### src/hdl/lsc_pkg.sv
// Constants and types shared by the LED switch current configuration block
package lsc_pkg;

  // ************************************************************
  // Serial frame geometry
  // ************************************************************
  localparam int unsigned LSC_ADDR_W     = 7;
  localparam int unsigned LSC_DATA_W     = 8;
  localparam int unsigned LSC_CNT_W      = 3;
  localparam logic [2:0]  LSC_LAST_BIT   = 3'h7;
  localparam logic [2:0]  LSC_CNT_ZERO   = 3'h0;
  localparam logic [2:0]  LSC_CNT_ONE    = 3'h1;

  // ************************************************************
  // Register offsets
  // ************************************************************
  localparam logic [6:0]  LSC_LIMIT_ADDR    = 7'h02;
  localparam int unsigned LSC_NUM_SWITCHES  = 2;
  localparam logic [6:0]  LSC_UPPER_ADDR [LSC_NUM_SWITCHES] = '{7'h03, 7'h05};
  localparam logic [6:0]  LSC_LOWER_ADDR [LSC_NUM_SWITCHES] = '{7'h04, 7'h06};

  // ************************************************************
  // Field layout of the limit register
  // ************************************************************
  localparam int unsigned LSC_SEL_LSB    = 3;
  localparam int unsigned LSC_SEL_W      = 3;
  localparam int unsigned LSC_EN_LSB     = 0;
  localparam int unsigned LSC_EN_W       = 3;

  // ************************************************************
  // Field layout of the current code registers
  // ************************************************************
  localparam int unsigned LSC_CODE_W     = 10;
  localparam int unsigned LSC_UPPER_W    = 2;
  localparam int unsigned LSC_LOWER_W    = 8;

  // ************************************************************
  // Reset values
  // ************************************************************
  localparam logic [2:0]  LSC_SEL_RST    = 3'h5;
  localparam logic [2:0]  LSC_EN_RST     = 3'h0;
  localparam logic [9:0]  LSC_CODE_RST   = 10'h000;
  localparam logic [7:0]  LSC_BYTE_ZERO  = 8'h00;
  localparam logic [1:0]  LSC_RSVD_LIMIT = 2'h0;
  localparam logic [5:0]  LSC_RSVD_UPPER = 6'h00;

  // ************************************************************
  // Types
  // ************************************************************
  typedef enum logic [1:0] {
    LSC_IDLE,
    LSC_ADDR,
    LSC_DATA,
    LSC_DONE
  } lsc_phase_type;

endpackage : lsc_pkg

### src/hdl/lsc_reg_bank.sv
// Register storage and read mux for the limit and current code registers
`timescale 1ns/10ps
module lsc_reg_bank
  import lsc_pkg::*;
(
  input  wire logic                         core_clk,
  input  wire logic                         reset_n,
  input  wire logic                         wr_en,
  input  wire logic [lsc_pkg::LSC_ADDR_W-1:0] wr_addr,
  input  wire logic [lsc_pkg::LSC_DATA_W-1:0] wr_data,
  input  wire logic [lsc_pkg::LSC_ADDR_W-1:0] rd_addr,
  output logic      [lsc_pkg::LSC_DATA_W-1:0] rd_data,
  output logic      [lsc_pkg::LSC_SEL_W-1:0]  limit_select,
  output logic      [lsc_pkg::LSC_EN_W-1:0]   limit_enable,
  output logic      [lsc_pkg::LSC_CODE_W-1:0] code_a,
  output logic      [lsc_pkg::LSC_CODE_W-1:0] code_b
);
  import lsc_pkg::*;

  typedef struct packed {
    logic [LSC_SEL_W-1:0]                         sel;
    logic [LSC_EN_W-1:0]                          en;
    logic [LSC_NUM_SWITCHES-1:0][LSC_CODE_W-1:0]  code;
  } lsc_bank_type;

  lsc_bank_type state;
  lsc_bank_type next_state;

  // Write decode; no unlock sequence guards these registers
  always_comb begin
    next_state = state;
    if (wr_en) begin
      if (wr_addr == LSC_LIMIT_ADDR) begin
        next_state.sel = wr_data[LSC_SEL_LSB +: LSC_SEL_W];   // RQ1 RQ12
        next_state.en  = wr_data[LSC_EN_LSB +: LSC_EN_W];     // RQ3 RQ4 RQ5
      end
      for (int i = 0; i < LSC_NUM_SWITCHES; i++) begin
        if (wr_addr == LSC_UPPER_ADDR[i]) begin
          // Only the two code bits are stored; bits 7..2 dropped
          next_state.code[i][LSC_CODE_W-1 -: LSC_UPPER_W] =
            wr_data[LSC_UPPER_W-1:0];                           // RQ6 RQ8 RQ13
        end
        if (wr_addr == LSC_LOWER_ADDR[i]) begin
          next_state.code[i][LSC_LOWER_W-1:0] = wr_data;      // RQ7 RQ9
        end
      end
    end
  end

  // Read mux; reserved bits and unmapped offsets read zero
  always_comb begin
    rd_data = LSC_BYTE_ZERO;
    if (rd_addr == LSC_LIMIT_ADDR) begin
      rd_data = {LSC_RSVD_LIMIT, state.sel, state.en};        // RQ13
    end
    for (int i = 0; i < LSC_NUM_SWITCHES; i++) begin
      if (rd_addr == LSC_UPPER_ADDR[i]) begin
        rd_data = {LSC_RSVD_UPPER, state.code[i][LSC_CODE_W-1 -: LSC_UPPER_W]}; // RQ13
      end
      if (rd_addr == LSC_LOWER_ADDR[i]) begin
        rd_data = state.code[i][LSC_LOWER_W-1:0];
      end
    end
  end

  // State registers with documented defaults
  always_ff @(posedge core_clk or negedge reset_n) begin
    if (!reset_n) begin
      state.sel  <= LSC_SEL_RST;                              // RQ1 RQ11
      state.en   <= LSC_EN_RST;                               // RQ3 RQ4 RQ5
      state.code <= {LSC_NUM_SWITCHES{LSC_CODE_RST}};         // RQ6 RQ7 RQ8 RQ9
    end else begin
      state <= next_state;
    end
  end

  // Control values straight from the flops
  assign limit_select = state.sel;
  assign limit_enable = state.en;
  assign code_a       = state.code[0];                        // RQ10
  assign code_b       = state.code[1];                        // RQ10

endmodule : lsc_reg_bank

### src/hdl/lsc_config_top.sv
// Serial register port and current-limit configuration outputs of the LED switches
//
// Functional notes
// [RQ1] Three-bit transient limit selector, bits 5:3, reset 5
// [RQ2] Software keeps limit above regulation current
// [RQ3] Bit 2 enables third switch limit, reset 0
// [RQ4] Bit 1 enables second switch limit, reset 0
// [RQ5] Bit 0 enables first switch limit, reset 0
// [RQ6] Offset 03 holds first code bits 9:8
// [RQ7] Offset 04 holds first code bits 7:0
// [RQ8] Offset 05 holds second code bits 9:8
// [RQ9] Offset 06 holds second code bits 7:0
// [RQ10] Ten-bit code drives switch current DAC
// [RQ11] Limit register at offset 02, reset 28h
// [RQ12] Registers written directly, no password needed
// [RQ13] Reserved bits ignore writes, read zero
`timescale 1ns/10ps
module lsc_config_top
  import lsc_pkg::*;
(
  input  wire logic                          core_clk,
  input  wire logic                          reset_n,
  input  wire logic                          spi_sclk,
  input  wire logic                          spi_cs_n,
  input  wire logic                          spi_mosi,
  output logic                               spi_miso,
  output logic                               spi_miso_oe,
  output logic [lsc_pkg::LSC_SEL_W-1:0]      transient_limit_select,
  output logic                               switch_a_limit_enable,
  output logic                               switch_b_limit_enable,
  output logic                               switch_c_limit_enable,
  output logic [lsc_pkg::LSC_CODE_W-1:0]     switch_a_current_code,
  output logic [lsc_pkg::LSC_CODE_W-1:0]     switch_b_current_code
);
  import lsc_pkg::*;

  // ************************************************************
  // Serial decoder state
  // ************************************************************
  typedef struct packed {
    lsc_phase_type            phase;
    logic                     sclk_prev;
    logic [LSC_CNT_W-1:0]     bit_cnt;
    logic [LSC_DATA_W-1:0]    shift;
    logic [LSC_ADDR_W-1:0]    addr;
    logic                     is_write;
    logic                     load_pend;
    logic                     wr_en;
    logic                     miso;
    logic                     miso_oe;
  } lsc_spi_type;

  lsc_spi_type              state;
  lsc_spi_type              next_state;
  logic                     sclk_rise;
  logic                     sclk_fall;
  logic [LSC_DATA_W-1:0]    rd_data;
  logic [LSC_DATA_W-1:0]    rx_byte;
  logic [LSC_EN_W-1:0]      limit_enable;

  // Edge detection on the sampled serial clock
  assign sclk_rise = spi_sclk & ~state.sclk_prev;
  assign sclk_fall = ~spi_sclk & state.sclk_prev;
  assign rx_byte   = {state.shift[LSC_DATA_W-2:0], spi_mosi};

  // ************************************************************
  // Frame position decode
  // ************************************************************

  logic                     byte_last;
  logic                     data_started;
  logic                     read_fall;
  logic                     write_rise;
  logic [LSC_CNT_W-1:0]     bit_next;
  logic [LSC_ADDR_W-1:0]    addr_in;
  logic [LSC_DATA_W-1:0]    tx_next;

  // Eighth rise of a byte, address or data
  assign byte_last    = sclk_rise && (state.bit_cnt == LSC_LAST_BIT);

  // Counter has passed the first data rise
  assign data_started = (state.bit_cnt != LSC_CNT_ZERO);

  // Skips the fall after the address byte so bit 7 meets the first data rise
  assign read_fall    = sclk_fall && !state.is_write && data_started;

  // Write data shifts in on every data rise
  assign write_rise   = sclk_rise && state.is_write;

  // Bit counter wraps from last bit to zero at each byte
  assign bit_next     = state.bit_cnt + LSC_CNT_ONE;

  // Upper seven bits of the address byte, held before its last rise
  assign addr_in      = state.shift[LSC_ADDR_W-1:0];

  // Read byte moved one place toward the line
  assign tx_next      = {state.shift[LSC_DATA_W-2:0], 1'b0};

  // ************************************************************
  // Frame sequencer
  // ************************************************************

  // Address byte then one data byte per chip-select frame
  always_comb begin
    next_state           = state;
    next_state.sclk_prev = spi_sclk;
    next_state.wr_en     = 1'b0;
    if (spi_cs_n) begin
      // Deselect aborts any partial frame
      next_state.phase     = LSC_IDLE;
      next_state.bit_cnt   = LSC_CNT_ZERO;
      next_state.load_pend = 1'b0;
      next_state.miso      = 1'b0;
      next_state.miso_oe   = 1'b0;
    end else begin
      case (state.phase)
        LSC_IDLE: begin
          next_state.phase   = LSC_ADDR;
          next_state.bit_cnt = LSC_CNT_ZERO;
          next_state.miso_oe = 1'b1;
        end
        LSC_ADDR: begin
          if (sclk_rise) begin
            next_state.shift   = rx_byte;
            next_state.bit_cnt = bit_next;
            if (byte_last) begin
              // Upper seven bits address, lowest bit marks a write
              next_state.addr      = addr_in;
              next_state.is_write  = spi_mosi;
              next_state.load_pend = ~spi_mosi;
              next_state.phase     = LSC_DATA;
            end
          end
        end
        LSC_DATA: begin
          if (state.load_pend) begin
            // Present read data one core cycle after the address
            next_state.shift     = rd_data;
            next_state.miso      = rd_data[LSC_DATA_W-1];
            next_state.load_pend = 1'b0;
          end else if (read_fall) begin
            next_state.shift = tx_next;
            next_state.miso  = state.shift[LSC_DATA_W-2];
          end
          if (sclk_rise) begin
            next_state.bit_cnt = bit_next;
            if (write_rise) begin
              next_state.shift = rx_byte;
            end
            if (byte_last) begin
              // Plain write, no unlock step in front of it
              next_state.wr_en = state.is_write;               // RQ12
              next_state.phase = LSC_DONE;
            end
          end
        end
        LSC_DONE: begin
          // Extra clocks in the frame are ignored
          next_state.phase = LSC_DONE;
        end
        default: begin
          next_state.phase = LSC_IDLE;
        end
      endcase
    end
  end

  // Decoder registers
  always_ff @(posedge core_clk or negedge reset_n) begin
    if (!reset_n) begin
      state.phase     <= LSC_IDLE;
      state.sclk_prev <= 1'b0;
      state.bit_cnt   <= LSC_CNT_ZERO;
      state.shift     <= LSC_BYTE_ZERO;
      state.addr      <= LSC_LIMIT_ADDR;
      state.is_write  <= 1'b0;
      state.load_pend <= 1'b0;
      state.wr_en     <= 1'b0;
      state.miso      <= 1'b0;
      state.miso_oe   <= 1'b0;
    end else begin
      state <= next_state;
    end
  end

  // ************************************************************
  // Serial data out
  // ************************************************************

  // Line and its enable straight from the decoder flops
  assign spi_miso    = state.miso;
  assign spi_miso_oe = state.miso_oe;

  // ************************************************************
  // Register storage
  // ************************************************************

  // Holds the limit and current code registers
  lsc_reg_bank u_reg_bank (
    .core_clk     (core_clk),
    .reset_n      (reset_n),
    .wr_en        (state.wr_en),
    .wr_addr      (state.addr),
    .wr_data      (state.shift),
    .rd_addr      (state.addr),
    .rd_data      (rd_data),
    .limit_select (transient_limit_select),
    .limit_enable (limit_enable),
    .code_a       (switch_a_current_code),
    .code_b       (switch_b_current_code)
  );

  // ************************************************************
  // Per-switch limit enables
  // ************************************************************

  // Bit order: first switch at bit 0, third at bit 2
  assign switch_a_limit_enable = limit_enable[0];   // RQ5
  assign switch_b_limit_enable = limit_enable[1];   // RQ4
  assign switch_c_limit_enable = limit_enable[2];   // RQ3

endmodule : lsc_config_top

### config.mk
export PLATFORM = sky130hd
export DESIGN_NAME = lsc_config_top
export DESIGN_NICKNAME = d
export VERILOG_FILES = /design/src/hdl/lsc_pkg.sv /design/src/hdl/lsc_reg_bank.sv /design/src/hdl/lsc_config_top.sv
export SDC_FILE = /design/constraint.sdc
export NUM_CORES = 1
export LEC_CHECK = 0
export BUFFER_PORTS_ARGS = -buffer_cell sky130_fd_sc_hd__buf_2
export CORE_ASPECT_RATIO = 0.75
export CORE_MARGIN = 2
export CORE_UTILIZATION = 50
export DETAILED_ROUTE_END_ITERATION = 8
export GPL_ROUTABILITY_DRIVEN = 0
export MAX_ROUTING_LAYER = met4
export PLACE_DENSITY = 0.77
export SYNTH_ARGS = -nofsm -noshare
export SYNTH_HDL_FRONTEND = slang
export SYNTH_SLANG_ARGS = --single-unit
### constraint.sdc
create_clock -name core_clk -period 1.65 [get_ports core_clk]
set_clock_uncertainty 0.1 [all_clocks]
set_input_delay 0.0825 -clock core_clk [delete_from_list [all_inputs] [get_ports core_clk]]
set_output_delay 0.0825 -clock core_clk [all_outputs]
set_load 0.05 [all_outputs]
==> qor.yml <==
finalHoldViolations: 0
detail_route.first_pass.iterations: 6
critical_path_buf_inv_count: 2
seq_area_frac_synth_pct: 45.85
initialDrtViolationCount: 373
synth-edff-count: 0
maxcap_violations: 0
clock.fmax_mhz: 523.6
drc_errors: 0
ys_top_cells_by_area: "sky130_fd_sc_hd__dfrtp_1, sky130_fd_sc_hd__mux2_2, sky130_fd_sc_hd__a21oi_1"
synthArstFlopShare_pct: 100.0
fillerInstances: 375
cp_data_required_time_ns: 1.76
die_height_microns: 69.35
postRouteAntennaNets: 0
postSynthNetCount: 268
cp_top_family: "compound AO/OA/AOI/OAI gates"
ioPinCount: 33
final.period_utilization_pct: 115.8
failed_checks: "setup timing"
p_total_uw: 3706
crit_slowest_cell: "sky130_fd_sc_hd__dfrtp_1"
ir_drop_uv: 947.1
share_of_cells_above_drive_strength_1_pct: 53.89
place_worst_setup_slack_ns: -0.2401
ys_warn_count: 0
worst-r2r-setup-slack_ns: -0.26
critical_path_depth: 8
grt_first_pass_wirelength_microns: 13190
die-area_sq_um: 6319
final-max-slew-violation-count: 0
crit_path_cell_trace: "inv_2, ha_4, nand2b_4, buf_4, nor3b_1, o21ai_1, nand3_1, o21a_1"
finalSetupViolCount: 37
timing.final.crit_period_ns: 1.910
worst_skew_pair.late_latency_ns: 0.32
critical_path_class: "reg2reg"
final_critical_path_setup_slack_ns: -0.2600
cp_slowest_stage_delay_ns: 0.40
antenna_cells_inserted: 0
crit_fanout: 4
num-nets-final: 344
route.detailed.wl_per_inst_microns: 21.82
worstMarginPinSlew_ns: 0.4616
netlist.area_leader.share_pct: 43.08
synth_area_sq_um: 2846
timing.max_slew.rel_slack_pct: 69.23
cts_tree: "done"
overflow: 0
clock_tree.buffer_depth: 2
syn_to_final_growth_pct: 38.73
post-synth-top-area-cell: "sky130_fd_sc_hd__dfrtp_1"
totalNegativeSetupSlack_ns: -3.878
placement.io_buffers: 32
cellPowerDensity_nw_per_um2: 938.4
status: "finished with violations"
number_of_global_route_vias_before_repair: 2514
core.rowCount: 23
worst_hold_path_type: "in2async"
cts.sinks: 52
grt_setup_unrepaired: "yes"
htree_levels: 2
ys_ff_latch: 52
leakagePower_uw: 0.001910
detailedPlacementHpwl_microns: 5100
design.core.area_sq_um: 5410
syn-mean-instance-area_sq_um: 11.08
routed_wirelength_microns: 8924
worstPathArrival_ns: 2.02
cts_made_buffers: 5
worst_setup_path_start_kind: "register"
die_x_microns: 91.13
grt_use_total_pct: 27.39
ys.flop_type: "sky130_fd_sc_hd__dfrtp_1"
viasPerCell: 6.347
postSynthCellCount: 257
yosys.cell_types.count: 56
rr_worst_depth: 8
ctsRootBufferMaster: "sky130_fd_sc_hd__clkbuf_8"
grt_max_degree: 36
initial_utilization_pct: 52.61
via_count: 2596
crit_path_end_kind: "register"
antenna_found_initial: 0
clk_transition_reported_paths_ns: 0.10
## cells by family (layout without fill, tap and decap cells)
| kind of cell | count (synthesis) | after routing | synth area share [%] |
|---|---|---|---|
| compound gates | 68 | 68 | 16.48 |
| simple gates | 66 | 68 | 14.81 |
| flops | 52 | 52 | 45.85 |
| mux | 40 | 40 | 15.65 |
| buf+inv | 25 | 100 | 4.571 |
| fa+ha+maj | 6 | 6 | 2.637 |
## cell usage in the layout, fill, tap and decap left out, types with 3 or more instances in the layout
| master | n |
|---|---|
| sky130_fd_sc_hd__a22o_1 | 4 |
| sky130_fd_sc_hd__ha_4 | 6 |
| sky130_fd_sc_hd__nor2_4 | 3 |
| sky130_fd_sc_hd__nand2b_4 | 3 |
| sky130_fd_sc_hd__nor2_1 | 15 |
| sky130_fd_sc_hd__o21ai_1 | 4 |
| sky130_fd_sc_hd__a21oi_1 | 15 |
| sky130_fd_sc_hd__dfstp_2 | 3 |
| sky130_fd_sc_hd__dfrtp_1 | 49 |
| sky130_fd_sc_hd__o211ai_1 | 3 |
| sky130_fd_sc_hd__a31oi_1 | 3 |
| sky130_fd_sc_hd__mux2_2 | 29 |
| sky130_fd_sc_hd__nand3_1 | 5 |
| sky130_fd_sc_hd__nand4b_1 | 4 |
| sky130_fd_sc_hd__o21ai_2 | 5 |
| sky130_fd_sc_hd__o21bai_1 | 3 |
| sky130_fd_sc_hd__inv_1 | 3 |
| sky130_fd_sc_hd__mux2_4 | 7 |
| sky130_fd_sc_hd__nand2_1 | 7 |
| sky130_fd_sc_hd__clkbuf_8 | 5 |
| sky130_fd_sc_hd__o21ai_0 | 4 |
| sky130_fd_sc_hd__o21a_1 | 3 |
| sky130_fd_sc_hd__inv_2 | 3 |
| sky130_fd_sc_hd__buf_12 | 4 |
| sky130_fd_sc_hd__buf_4 | 37 |
| sky130_fd_sc_hd__dlygate4sd3_1 | 4 |
| sky130_fd_sc_hd__buf_2 | 33 |
| sky130_fd_sc_hd__buf_6 | 8 |
## metrics by stage
| stage | hold WS, ns | std cells | instance area, sq um | utilization [%] |
|---|---|---|---|---|
| 2_1_floorplan | -0.3131 | 257 | 2861 | - |
| 4_1_cts | 0.1582 | 405 | 3744 | 69.20 |
| 6_report | 0.1395 | 409 | 3949 | 72.99 |
| 5_1_grt | 0.1877 | 409 | 3949 | 72.99 |
| 3_3_place_gp | -0.04972 | 380 | 3271 | 60.45 |
| 3_5_place_dp | -0.04836 | 380 | 3271 | 60.45 |
## sequential cells by signal (all words and copies together) (netlist names)
| register | flops |
|---|---|
| addr_in | 7 |
| state | 17 |
| u_reg_bank.limit_enable | 3 |
| u_reg_bank.limit_select | 3 |
| u_reg_bank.code_a | 10 |
| spi_miso_oe | 1 |
| spi_miso | 1 |
| u_reg_bank.code_b | 10 |
## report_power, final
part | switching [uW] | internal, uW
Sequential | 203 | 1380
Combinational | 633 | 584
Clock | 458 | 450
Total | 1290 | 2410
## layout make-up
| class | instances | area, sq um | share of cell area [%] |
|---|---|---|---|
| clock buffers | 5 | 68.82 | 1.743 |
| clock inverters | 3 | 42.54 | 1.077 |
| inverters | 6 | 22.52 | 0.5703 |
| multi-input cells | 182 | 1763 | 44.65 |
| flip-flops and latches | 52 | 1305 | 33.05 |
| well taps | 75 | 93.84 | 2.376 |
| repair buffers | 86 | 653.1 | 16.54 |
## cells in the mapped netlist (all sizes together) (4+ instances only)
cell type	instances
nand2b	5
ha	6
a21oi	17
nand2	10
inv	6
a22o	4
mux2i	4
nor2	19
nand3	6
clkbuf	8
dfrtp	49
nand4b	5
buf	11
nor3	4
o21ai	13
mux2	36
## path summary, 6_finish.rpt
| check | end | from |
|---|---|---|
| min in group core_clk | addr_in[0]$_DFFE_PN0P_ | spi_sclk |
| worst max-delay path | addr_in[4]$_DFFE_PN0P_ | state[24]$_DFFE_PN0P_ |
| worst min register to register | u_reg_bank.code_a[6]$_DFFE_PN0P_ | u_reg_bank.code_a[6]$_DFFE_PN0P_ |
| max in group asynchronous | u_reg_bank.limit_select[0]$_DFFE_PN1P_ | reset_n |
| worst max register to register | addr_in[4]$_DFFE_PN0P_ | state[24]$_DFFE_PN0P_ |
| worst min-delay path | u_reg_bank.code_b[8]$_DFFE_PN0P_ | reset_n |
## layer usage
| metal | vias to the layer above | part of all wire [%] | track usage (%) |
|---|---|---|---|
| met5 | - | 0 | - |
| met4 | 0 | 4.0 | 8.586 |
| met3 | 44 | 9.6 | 5.870 |
| met2 | 179 | 45 | 42.88 |
| met1 | 1264 | 41 | 35.94 |
| li1 | 1109 | - | - |
## repair_timing
action                                  4_1_cts  5_1_grt
pin swaps                                    12       17
cloned                                        2        1
endpoints found under the setup margin       47       48
hold buffers                                  4        0
endpoints found under the hold margin        56        0
resized for setup                            43       41
buffers inserted                             11        4
Power figures use the tool's default switching activity.
